## src/core/tpc_pkg.sv

```systemverilog
// tpc_pkg: constants and types of the timer channel status/control block
// assumes: one bus clock, apb register access with 32-bit data

package tpc_pkg;

    // channel count and apb address width
    localparam int NUM_CH = 2;
    localparam int ADDR_W = 8;

    // register byte addresses
    localparam logic [ADDR_W-1:0] ADDR_CTRL       = 8'h00;
    localparam logic [ADDR_W-1:0] ADDR_IRQ_STATUS = 8'h04;
    localparam logic [ADDR_W-1:0] ADDR_IRQ_MASK   = 8'h08;
    localparam logic [ADDR_W-1:0] ADDR_CSC_BASE   = 8'h10;
    localparam logic [ADDR_W-1:0] CSC_STRIDE      = 8'h04;

    // module control register fields
    localparam int CTRL_CAS_BIT = 0;
    localparam int CTRL_REQ_LSB = 8;

    // channel_status_control fields
    localparam int CSC_FLAG_BIT = 7;
    localparam int CSC_IE_BIT   = 6;
    localparam int CSC_MSH_BIT  = 5;
    localparam int CSC_MSL_BIT  = 4;
    localparam int CSC_ELS_MSB  = 3;
    localparam int CSC_ELS_LSB  = 2;

    // edge_level_select bit meaning for capture
    localparam int ELS_RISE_BIT = 0;
    localparam int ELS_FALL_BIT = 1;
    localparam logic [1:0] ELS_OFF = 2'h0;

    // reset values
    localparam logic       CAS_RESET   = 1'h0;
    localparam logic       FLAG_RESET  = 1'h0;
    localparam logic       IE_RESET    = 1'h0;
    localparam logic       MS_RESET    = 1'h0;
    localparam logic [1:0] ELS_RESET   = 2'h0;
    localparam logic [1:0] FILL_RESET  = 2'h0;
    localparam logic [NUM_CH-1:0] IRQ_RESET = '0;
    localparam logic [31:0] PRDATA_RESET = 32'h0000_0000;

    // effective channel mode
    typedef enum logic [1:0] {
        MODE_CAPTURE,
        MODE_COMPARE,
        MODE_EDGE_PWM,
        MODE_CENTER_PWM
    } tpc_mode_t;

    // flag clearing handshake
    typedef enum logic {
        CLR_IDLE,
        CLR_ARMED
    } tpc_clr_state_t;

endpackage

```

## src/core/tpc_chan_if.sv

```systemverilog
// tpc_chan_if: signals between the register front end and one channel
// assumes: all signals on the bus clock

`timescale 1ns/1ps

interface tpc_chan_if;
    logic                wr_stb;       // write of this channel register
    logic                rd_stb;       // read of this channel register
    logic [7:0]          wdata;
    logic                center_align;
    logic                cap_edge;     // qualified pin edge
    logic                match;        // counter equals channel value
    logic [7:0]          csc;          // register read-back
    logic [1:0]          els;
    logic                irq_req;
    logic                event_pulse;
    logic                capture;
    logic                pin_en;
    tpc_pkg::tpc_mode_t  mode;

    // front end side
    modport host (
        output wr_stb, rd_stb, wdata, center_align, cap_edge, match,
        input  csc, els, irq_req, event_pulse, capture, pin_en, mode
    );

    // channel side
    modport chan (
        input  wr_stb, rd_stb, wdata, center_align, cap_edge, match,
        output csc, els, irq_req, event_pulse, capture, pin_en, mode
    );
endinterface

```

## src/core/tpc_top.sv

```systemverilog
// tpc_top: timer channel status/control block with apb register access
// assumes: counter and value compare outside, giving CH_MATCH on CLK_SYS;
// CH_PIN asynchronous; pin output drivers outside use CH_PIN_FUNC_EN
//
// Local design decisions: register access over APB and the register addresses.

`timescale 1ns/1ps

module tpc_top (
    // clock and reset
    input  wire logic                        CLK_SYS,
    input  wire logic                        RST_N,
    // apb slave
    input  wire logic                        PSEL,
    input  wire logic                        PENABLE,
    input  wire logic                        PWRITE,
    input  wire logic [tpc_pkg::ADDR_W-1:0]  PADDR,
    input  wire logic [31:0]                 PWDATA,
    output logic      [31:0]                 PRDATA,
    output logic                             PREADY,
    output logic                             PSLVERR,
    // channel pins and counter matches
    input  wire logic [tpc_pkg::NUM_CH-1:0]  CH_PIN,
    input  wire logic [tpc_pkg::NUM_CH-1:0]  CH_MATCH,
    // channel state towards counter and pin logic
    output logic [tpc_pkg::NUM_CH-1:0]       CH_PIN_FUNC_EN,
    output logic [2*tpc_pkg::NUM_CH-1:0]     CH_MODE,
    output logic [tpc_pkg::NUM_CH-1:0]       CH_CAPTURE,
    output logic                             CENTER_ALIGN,
    // interrupts
    output logic [tpc_pkg::NUM_CH-1:0]       CH_IRQ,
    output logic                             IRQ
);

    localparam int N = tpc_pkg::NUM_CH;

    // apb phase decode
    logic           setup_ph;
    logic           access_ph;
    logic           wr_acc;
    logic           rd_setup;
    logic           hit_ctrl;
    logic           hit_stat;
    logic           hit_mask;
    logic           mapped;
    logic [N-1:0]   hit_ch;

    // per-channel collected signals
    logic [7:0]     csc_arr [N];
    logic [N-1:0]   ch_evt;
    logic [N-1:0]   ch_req;
    logic [N-1:0]   cap_edge;

    // module registers
    logic           cas_reg;
    logic           cas_next;
    logic [N-1:0]   status_reg;
    logic [N-1:0]   status_next;
    logic [N-1:0]   mask_reg;
    logic [N-1:0]   mask_next;
    logic [N-1:0]   stat_clr;
    logic [31:0]    prdata_reg;
    logic [31:0]    prdata_next;
    logic [31:0]    rdata_mux;

    // phase and address decode
    assign setup_ph  = PSEL & ~PENABLE;
    assign access_ph = PSEL & PENABLE;
    assign wr_acc    = access_ph & PWRITE;
    assign rd_setup  = setup_ph & ~PWRITE;
    assign hit_ctrl  = (PADDR == tpc_pkg::ADDR_CTRL);
    assign hit_stat  = (PADDR == tpc_pkg::ADDR_IRQ_STATUS);
    assign hit_mask  = (PADDR == tpc_pkg::ADDR_IRQ_MASK);
    assign mapped    = hit_ctrl | hit_stat | hit_mask | (|hit_ch);

    // zero wait states; unmapped addresses answer with an error
    assign PREADY  = 1'b1;
    assign PSLVERR = access_ph & ~mapped;

    // one independent channel per loop pass
    generate
        for (genvar i = 0; i < N; i++) begin : g_ch
            tpc_chan_if u_if ();

            assign hit_ch[i] = (PADDR == tpc_pkg::ADDR_W'(
                                tpc_pkg::ADDR_CSC_BASE +
                                tpc_pkg::CSC_STRIDE * i));

            // pin synchroniser and edge detect
            tpc_pin_edge u_edge (
                .clk        (CLK_SYS),
                .rst_n      (RST_N),
                .pin        (CH_PIN[i]),
                .els        (u_if.els),
                .edge_pulse (cap_edge[i])
            );

            // strobes: read arms at setup, write acts at access
            assign u_if.wr_stb       = wr_acc & hit_ch[i];
            assign u_if.rd_stb       = rd_setup & hit_ch[i];
            assign u_if.wdata        = PWDATA[7:0];
            assign u_if.center_align = cas_reg;
            assign u_if.cap_edge     = cap_edge[i];
            assign u_if.match        = CH_MATCH[i];

            // channel state and flag
            tpc_channel u_ch (
                .clk   (CLK_SYS),
                .rst_n (RST_N),
                .bus   (u_if.chan)
            );

            assign csc_arr[i]         = u_if.csc;
            assign ch_evt[i]          = u_if.event_pulse;
            assign ch_req[i]          = u_if.irq_req;
            assign CH_PIN_FUNC_EN[i]  = u_if.pin_en;
            assign CH_CAPTURE[i]      = u_if.capture;
            assign CH_MODE[2*i +: 2]  = u_if.mode;
        end
    endgenerate

    // read data select
    always_comb begin
        rdata_mux = 32'h0000_0000;
        if (hit_ctrl) begin
            rdata_mux[tpc_pkg::CTRL_CAS_BIT]     = cas_reg;
            rdata_mux[tpc_pkg::CTRL_REQ_LSB +: N] = ch_req;
        end
        if (hit_stat) begin
            rdata_mux[N-1:0] = status_reg;
        end
        if (hit_mask) begin
            rdata_mux[N-1:0] = mask_reg;
        end
        for (int k = 0; k < N; k++) begin
            if (hit_ch[k]) begin
                rdata_mux[7:0] = csc_arr[k];
            end
        end
    end

    // next state of module registers
    always_comb begin
        cas_next  = cas_reg;
        mask_next = mask_reg;
        stat_clr  = '0;
        if (wr_acc && hit_ctrl) begin
            cas_next = PWDATA[tpc_pkg::CTRL_CAS_BIT];
        end
        if (wr_acc && hit_mask) begin
            mask_next = PWDATA[N-1:0];
        end
        if (wr_acc && hit_stat) begin
            stat_clr = PWDATA[N-1:0];
        end
        // write-one-to-clear; a same-cycle event keeps its bit
        status_next = (status_reg & ~stat_clr) | ch_evt;
        prdata_next = prdata_reg;
        if (rd_setup) begin
            prdata_next = rdata_mux;
        end
    end

    // registers
    always_ff @(posedge CLK_SYS) begin
        if (!RST_N) begin
            cas_reg    <= tpc_pkg::CAS_RESET;
            status_reg <= tpc_pkg::IRQ_RESET;
            mask_reg   <= tpc_pkg::IRQ_RESET;
            prdata_reg <= tpc_pkg::PRDATA_RESET;
        end else begin
            cas_reg    <= cas_next;
            status_reg <= status_next;
            mask_reg   <= mask_next;
            prdata_reg <= prdata_next;
        end
    end

    // outputs
    assign PRDATA       = prdata_reg;
    assign CENTER_ALIGN = cas_reg;
    assign CH_IRQ       = ch_req;
    assign IRQ          = |(status_reg & mask_reg);

endmodule

```

## src/core/tpc_pin_edge.sv

```systemverilog
// tpc_pin_edge: synchronises one channel pin and detects selected edges
// assumes: pin is asynchronous to clk; els comes from clk-domain logic

`timescale 1ns/1ps

module tpc_pin_edge (
    // clock and reset
    input  wire logic       clk,
    input  wire logic       rst_n,
    // pin and edge selection
    input  wire logic       pin,
    input  wire logic [1:0] els,
    // one-cycle edge strobe
    output logic            edge_pulse
);

    logic       sync1_reg;
    logic       sync1_next;
    logic       sync2_reg;
    logic       sync2_next;
    logic       prev_reg;
    logic       prev_next;
    logic [1:0] fill_reg;
    logic [1:0] fill_next;
    logic       pulse_reg;
    logic       pulse_next;

    // next state: sync pair, history, edge compare
    always_comb begin
        sync1_next = pin;
        sync2_next = sync1_reg;
        prev_next  = sync2_reg;
        fill_next  = {fill_reg[0], 1'b1};
        // no edge until sync2_reg holds a real pin sample
        pulse_next = fill_reg[1] &
                     ((els[tpc_pkg::ELS_RISE_BIT] & sync2_reg & ~prev_reg) |
                      (els[tpc_pkg::ELS_FALL_BIT] & ~sync2_reg & prev_reg));
    end

    // registers
    always_ff @(posedge clk) begin
        if (!rst_n) begin
            sync1_reg <= 1'b0;
            sync2_reg <= 1'b0;
            prev_reg  <= 1'b0;
            fill_reg  <= tpc_pkg::FILL_RESET;
            pulse_reg <= 1'b0;
        end else begin
            sync1_reg <= sync1_next;
            sync2_reg <= sync2_next;
            prev_reg  <= prev_next;
            fill_reg  <= fill_next;
            pulse_reg <= pulse_next;
        end
    end

    assign edge_pulse = pulse_reg;

endmodule

```

## src/core/tpc_channel.sv

```systemverilog
// tpc_channel: one channel's status/control register and event flag
// assumes: strobes from the apb front end, match from the counter logic

`timescale 1ns/1ps

module tpc_channel (
    // clock and reset
    input  wire logic clk,
    input  wire logic rst_n,
    // front end
    tpc_chan_if.chan  bus
);

    logic                   flag_reg;
    logic                   flag_next;
    logic                   ie_reg;
    logic                   ie_next;
    logic                   msh_reg;
    logic                   msh_next;
    logic                   msl_reg;
    logic                   msl_next;
    logic [1:0]             els_reg;
    logic [1:0]             els_next;
    tpc_pkg::tpc_clr_state_t clr_reg;
    tpc_pkg::tpc_clr_state_t clr_next;
    tpc_pkg::tpc_mode_t     mode;
    logic                   evt;

    // effective mode: module-wide center select overrides
    always_comb begin
        if (bus.center_align) begin
            mode = tpc_pkg::MODE_CENTER_PWM;
        end else if (msh_reg) begin
            mode = tpc_pkg::MODE_EDGE_PWM;
        end else if (msl_reg) begin
            mode = tpc_pkg::MODE_COMPARE;
        end else begin
            mode = tpc_pkg::MODE_CAPTURE;
        end
    end

    // event source per mode
    always_comb begin
        case (mode)
            tpc_pkg::MODE_CAPTURE: begin
                // pin detached when edge_level_select is off
                evt = bus.cap_edge & (els_reg != tpc_pkg::ELS_OFF);
            end
            tpc_pkg::MODE_COMPARE,
            tpc_pkg::MODE_EDGE_PWM: begin
                evt = bus.match;
            end
            tpc_pkg::MODE_CENTER_PWM: begin
                evt = bus.match;
            end
            default: begin
                evt = 1'b0;
            end
        endcase
    end

    // next state: fields, flag and clearing handshake
    always_comb begin
        ie_next   = ie_reg;
        msh_next  = msh_reg;
        msl_next  = msl_reg;
        els_next  = els_reg;
        flag_next = flag_reg;
        clr_next  = clr_reg;
        if (bus.wr_stb) begin
            ie_next  = bus.wdata[tpc_pkg::CSC_IE_BIT];
            msh_next = bus.wdata[tpc_pkg::CSC_MSH_BIT];
            msl_next = bus.wdata[tpc_pkg::CSC_MSL_BIT];
            els_next = bus.wdata[tpc_pkg::CSC_ELS_MSB:tpc_pkg::CSC_ELS_LSB];
            // zero clears only after an armed read; one is ignored
            if (clr_reg == tpc_pkg::CLR_ARMED &&
                !bus.wdata[tpc_pkg::CSC_FLAG_BIT]) begin
                flag_next = 1'b0;
            end
            clr_next = tpc_pkg::CLR_IDLE;
        end else if (bus.rd_stb && flag_reg) begin
            clr_next = tpc_pkg::CLR_ARMED;
        end
        // new event wins and restarts the sequence
        if (evt) begin
            flag_next = 1'b1;
            clr_next  = tpc_pkg::CLR_IDLE;
        end
    end

    // registers
    always_ff @(posedge clk) begin
        if (!rst_n) begin
            flag_reg <= tpc_pkg::FLAG_RESET;
            ie_reg   <= tpc_pkg::IE_RESET;
            msh_reg  <= tpc_pkg::MS_RESET;
            msl_reg  <= tpc_pkg::MS_RESET;
            els_reg  <= tpc_pkg::ELS_RESET;
            clr_reg  <= tpc_pkg::CLR_IDLE;
        end else begin
            flag_reg <= flag_next;
            ie_reg   <= ie_next;
            msh_reg  <= msh_next;
            msl_reg  <= msl_next;
            els_reg  <= els_next;
            clr_reg  <= clr_next;
        end
    end

    // outputs to the front end
    assign bus.csc         = {flag_reg, ie_reg, msh_reg, msl_reg,
                              els_reg, 2'b00};
    assign bus.els         = els_reg;
    assign bus.irq_req     = flag_reg & ie_reg;
    assign bus.event_pulse = evt;
    assign bus.capture     = evt & (mode == tpc_pkg::MODE_CAPTURE);
    assign bus.pin_en      = (els_reg != tpc_pkg::ELS_OFF);
    assign bus.mode        = mode;

endmodule

```

## config.mk

```make
export PLATFORM = sky130hd
export DESIGN_NAME = tpc_top
export DESIGN_NICKNAME = d
export VERILOG_FILES = /design/src/core/tpc_pkg.sv /design/src/core/tpc_chan_if.sv /design/src/core/tpc_top.sv /design/src/core/tpc_pin_edge.sv /design/src/core/tpc_channel.sv
export SDC_FILE = /design/constraint.sdc
export NUM_CORES = 1
export LEC_CHECK = 0
export BUFFER_PORTS_ARGS = -buffer_cell sky130_fd_sc_hd__clkbuf_2
export CAP_MARGIN = 40
export CORE_MARGIN = 2
export CORE_UTILIZATION = 45
export DETAILED_ROUTE_END_ITERATION = 16
export PLACE_DENSITY_LB_ADDON = 0.1
export SYNTH_ARGS = -nofsm -noshare
export SYNTH_HDL_FRONTEND = slang
export SYNTH_HIERARCHICAL = 1
export SYNTH_SLANG_ARGS = --single-unit
export TNS_END_PERCENT = 20
```

## constraint.sdc

```tcl
create_clock -name CLK_SYS -period 2.5 [get_ports CLK_SYS]
set_input_delay 0.375 -clock CLK_SYS [delete_from_list [all_inputs] [get_ports CLK_SYS]]
set_output_delay 0.375 -clock CLK_SYS [all_outputs]
set_load 0.01 [all_outputs]
```

==> qor.yml, run 1 <==
status:
  status: "completed"
timing:
  clock.fmax_mhz: 519
  hold_viol: 0
  tightest_slew_ns: 0.560
  fin_ws_ns: 0.574
  setup_tns_ns: 0
  skew_ns: 0.00575
  period_needed_ns: 1.93
  rsz0062_at_grt: "no"
  setup_viol: 0
  drv_slew: 0
  timing.final.crit_share: 0.771
  slew-limit-headroom: 0.623
power_and_ir_drop:
  p_per_area_nw_per_um2: 544
  power_leakage_nw: 1.04
  max-vdd-ir-drop_mv: 0.365
grt:
  gr-usage-all-layers: 0.160
  antenna_found_initial: 0
  overflow: 0
  grt_pass1_wl_um: 6600
  grt_pass1_vias: 1383
  grt_start_max_net_pins: 22
synth:
  synth_ff_type: "dfxtp_1"
  syn_area_sq_um: 2200
  yosys_warnings: 6
  synth_edf_count: 0
  seq_area_frac_synth: 0.373
  postSynth.asyncResetShare: 0
  synth.avg_cell_area_sq_um: 9.18
  syn_inst: 240
  synth_seq_cells: 41
  ys_types: 44
setup_path:
  critical_path.startpoint: "PADDR[0]"
  critPathKind: "in -> reg"
  crit_fanout: 4
  critPathCaptureType: "flop"
  worstPathArrival_ns: 2.12
  reg2reg_from: "CENTER_ALIGN"
  reg2regPathDepth: 4
  required_ns: 2.69
  cp-start-kind: "input pin"
finish:
  final_nets: 318
  area_delta_synth_final_pct: 8.35
  nFillCells: 485
  n_antenna_cell: 0
  layout.cells.most_common: "clkbuf_2"
  layout.area.seq_sq_um: 821
  multi_input_area_sq_um: 1060
  layout-drive-gt1-share: 0.289
  mostFrequentLayoutCells: "clkbuf_2 (47), dfxtp_1 (41), conb_1 (27)"
  largest_register_ffs: 10
clock_tree:
  cts_root_buf: "clkbuf_8"
  clkTransAtPathRegs_ns: 0.08
  cts_resized: 0
  clock_latency_ns: 0.29
  cts_tree: "done"
  cts_hold_buf: 0
  cts_inserted_buffers: 5
  h-tree-depth: 2
  clockBufferDepth: 2
  cts_sinks: 41
  cts_setup_buffers: 0
place:
  port-buffer-count: 47
  pre_cts_slack_ns: 0.296
  dpl.hpwl_um: 3140
  place.gp.congestion: 0.726
routing:
  viasPerCell: 4.70
  wl_um: 4080
  routedWlPerCell_um: 12.1
  dr.first_iter.drc_count: 51
  drc: 0
  ant_nets: 0
  vias: 1584
  firstDrtPassIters: 4
min_path:
  hold_class: "in -> reg"
  hold_depth: 2
  min_from: "PWDATA[0]"
floorplan:
  core-area_sq_um: 4720
  die_h_um: 74.0
  initial_core_util: 0.466
  io_pins: 95
  dieArea_sq_um: 5470
  die_w_um: 74.0
  num_rows: 25
flow_run:
  drv_cap: 0
[worst max-delay path, cell delays in order]
cell and delay, ns:
clkbuf_2 0.08, or4_4 0.55, nor2_1 0.15, nand2_1 0.09
nor3_1 0.40, buf_4 0.23, mux2i_1 0.19, nor2b_1 0.06
[per-stage QoR]
stage | power [mW] | utilization | cell area, sq um | std cells | hold slack [ns]
final | 1.30 | 0.505 | 2390 | 337 | 0.280
after CTS | 1.32 | 0.505 | 2390 | 337 | 0.274
after global placement | 0.766 | 0.480 | 2270 | 329 | 0.408
after global routing | 1.35 | 0.505 | 2390 | 337 | 0.275
after floorplan | 0.761 | - | 2290 | 263 | 0.403
after detailed placement | 0.766 | 0.480 | 2270 | 329 | 0.416
[Yosys cell counts, types with 3 or more instances]
| library cell | n | area share |
|---|---|---|
| o21a_1 | 5 | 0.017 |
| buf_4 | 48 | 0.16 |
| or2_2 | 3 | 0.0085 |
| nor2b_1 | 11 | 0.031 |
| or2_4 | 3 | 0.012 |
| nor2_1 | 5 | 0.0085 |
| nand2_1 | 17 | 0.029 |
| nand3b_1 | 4 | 0.014 |
| mux2i_1 | 15 | 0.068 |
| conb_1 | 4 | 0.0068 |
| a221o_1 | 6 | 0.027 |
| and2_1 | 10 | 0.028 |
| nand3_1 | 6 | 0.014 |
| inv_1 | 5 | 0.0085 |
| and3_1 | 9 | 0.026 |
| buf_2 | 3 | 0.0068 |
| o21ai_0 | 5 | 0.011 |
| clkbuf_1 | 3 | 0.0051 |
| nor3_1 | 4 | 0.0091 |
| dfxtp_1 | 41 | 0.37 |
| a21oi_1 | 3 | 0.0068 |
[path summary, 6_finish.rpt]
| kind | slack (ns) | endpoint |
|---|---|---|
| worst max-delay path | 0.57 | g_ch[1].u_ch/bus.els[1] |
| worst min-delay path | 0.28 | status_reg[0] |
| worst max register to register | 1.09 | status_reg[0] |
| worst min register to register | 0.43 | g_ch[0].u_edge/edge_pulse |
[layer usage]
metal	wire, um	global-route usage	vias up	part of all wire
li1	-	-	810	-
met1	1950	0.214	722	0.48
met2	1840	0.245	45	0.45
met3	228	0.0447	7	0.056
met4	62	0.0606	0	0.015
met5	0	0	-	0
[where the power goes]
group	switching (mW)	internal [mW]	total (mW)
logic	0.0557	0.0330	0.0887
registers	0.00210	0.660	0.662
clock network	0.224	0.324	0.548
total	0.281	1.02	1.30
[cell type report]
type                    count  area share
clock inverters             2      0.0157
inverters                   5     0.00786
repair buffers             53       0.117
flip-flops and latches     41       0.344
well taps                  67      0.0351
clock buffers               6      0.0346
multi-input cells         163       0.445
[logic make-up (layout without fill, tap and decap cells)]
kind of cell           Yosys count  count (layout)  synth area share
AO/OA/AOI/OAI                   37              37             0.132
buffers and inverters           59              66             0.184
flip-flops                      41              41             0.373
multiplexers                    15              15            0.0681
other                            4              27           0.00681
AND/OR/NAND/NOR                 84              84             0.237
Power figures use the tool's default switching activity.
==> run 2, diff against run 1 <==
CORE_UTILIZATION = 43   (was 45)
clock period = 1.7 ns   (was 2.5 ns; I/O delays follow)
==> run 2 against run 1 <==
Effect of this change:
- first-iteration DRC count rose by 22%
- sequential cell count unchanged
- count of clock-buffer cells in the layout is 1 lower
- global-route usage increased by 0.12 points
- register-to-register slack worse by 0.77 ns
- total power increased by 35%
- cell count is 5.6% higher
- via count rose by 4.4%
- sequential share of layout area is 1.8 points lower
- worst hold slack worse by 0.12 ns
- clock skew hardly changed
- sequential power is 47% higher
- critical endpoint is now CH_CAPTURE[1]
- largest power group unchanged
- highest routed layer unchanged
==> qor.yml, run 2 (same netlist as run 1, synthesis figures left out) <==
status:
  status: "completed"
clock_tree:
  clockBufferDepth: 2
  clock_latency_ns: 0.29
  cts_root_buf: "clkbuf_8"
  cts_sinks: 41
  h-tree-depth: 2
  cts_tree: "done"
  cts_hold_buf: 0
  clkTransAtPathRegs_ns: 0.08
  cts_resized: 0
  cts_inserted_buffers: 5
  cts_setup_buffers: 0
finish:
  nFillCells: 521
  mostFrequentLayoutCells: "clkbuf_2 (47), dfxtp_1 (41), conb_1 (27)"
  n_antenna_cell: 0
  layout-drive-gt1-share: 0.336
  final_nets: 334
  largest_register_ffs: 10
  layout.cells.most_common: "clkbuf_2"
  area_delta_synth_final_pct: 14.4
timing:
  setup_tns_ns: 0
  period_needed_ns: 1.58
  skew_ns: 0.00525
  rsz0062_at_grt: "no"
  clock.fmax_mhz: 631
  timing.final.crit_share: 0.932
  setup_viol: 0
  fin_ws_ns: 0.116
  drv_slew: 0
  hold_viol: 0
place:
  pre_cts_slack_ns: -0.177
  port-buffer-count: 47
  place.gp.congestion: 0.765
  dpl.hpwl_um: 3300
power_and_ir_drop:
  power_leakage_nw: 1.12
  power_mw: 1.76
  p_per_area_nw_per_um2: 698
  max-vdd-ir-drop_mv: 0.445
setup_path:
  required_ns: 1.44
  critPathKind: "reg -> out"
  crit_fanout: 9
  cp-start-kind: "flop"
  critPathCaptureType: "output port"
  critical_path.startpoint: "CENTER_ALIGN"
  worstPathArrival_ns: 1.33
  reg2reg_from: "CENTER_ALIGN"
floorplan:
  die_h_um: 75.6
  core-area_sq_um: 5010
  die_w_um: 75.6
  num_rows: 26
  initial_core_util: 0.440
  io_pins: 95
  dieArea_sq_um: 5710
routing:
  wl_um: 4250
  drc: 0
  firstDrtPassIters: 4
  viasPerCell: 4.64
  routedWlPerCell_um: 11.9
  ant_nets: 0
  vias: 1653
  dr.first_iter.drc_count: 62
grt:
  antenna_found_initial: 0
  grt_pass1_wl_um: 6760
  gr-usage-all-layers: 0.161
  grt_start_max_net_pins: 21
  overflow: 0
  grt_pass1_vias: 1398
flow_run:
  drv_cap: 0
min_path:
  hold_class: "in -> reg"
  min_from: "CH_PIN[1]"
## run 2: changes by cell type in the layout (fill, tap and decap cells not counted), sizes merged
| cell | before | now |
|---|---|---|
| buf | 6 | 22 |
| clkinv | 0 | 1 |
| inv | 5 | 6 |
| bufinv | 1 | 0 |
| clkbuf | 53 | 52 |
## run 2: final cells by class
type	count	area, sq um	share of cell area
clock buffers	5	68.8	0.0273
clock inverters	3	21.3	0.00844
inverters	5	18.8	0.00745
multi-input cells	163	1080	0.428
flip-flops and latches	41	821	0.326
well taps	70	87.6	0.0348
repair buffers	69	425	0.169
## run 2: worst max-delay path: stages, from the launching register on
cell      delay (ns)
dfxtp_1         0.41
or2_4           0.28
nor3_1          0.18
clkbuf_2        0.16
## run 2: where the power goes
group          leakage [nW]  switching (mW)  internal, mW
Sequential            0.332         0.00291         0.970
Combinational         0.743          0.0871        0.0579
Clock                0.0445           0.350         0.291
## run 2: through the flow
step	std cells	cell area [sq um]	hold slack [ns]	util
floorplan	263	2300	0.283	-
global placement	348	2420	0.408	0.484
detailed placement	348	2420	0.414	0.484
CTS	356	2510	0.149	0.502
global route	356	2520	0.160	0.503
finish	356	2520	0.160	0.503
## run 2: path summary, 6_finish.rpt
path                                             endpoint  slack, ns  cells past startpoint
worst min register to register  g_ch[0].u_edge/edge_pulse       0.43                      2
worst max-delay path                        CH_CAPTURE[1]       0.12                      3
worst max register to register              status_reg[0]       0.32                      4
worst min-delay path             g_ch[1].u_edge/sync1_reg       0.16                      2
## run 2: layer usage
| layer | GRT usage | wire (um) | vias up | share of wire |
|---|---|---|---|---|
| met1 | 0.227 | 2180 | 760 | 0.51 |
| li1 | - | - | 841 | - |
| met4 | 0.0585 | 66 | 0 | 0.016 |
| met2 | 0.235 | 1810 | 46 | 0.43 |
| met5 | 0 | 0 | - | 0 |
| met3 | 0.0437 | 201 | 6 | 0.047 |
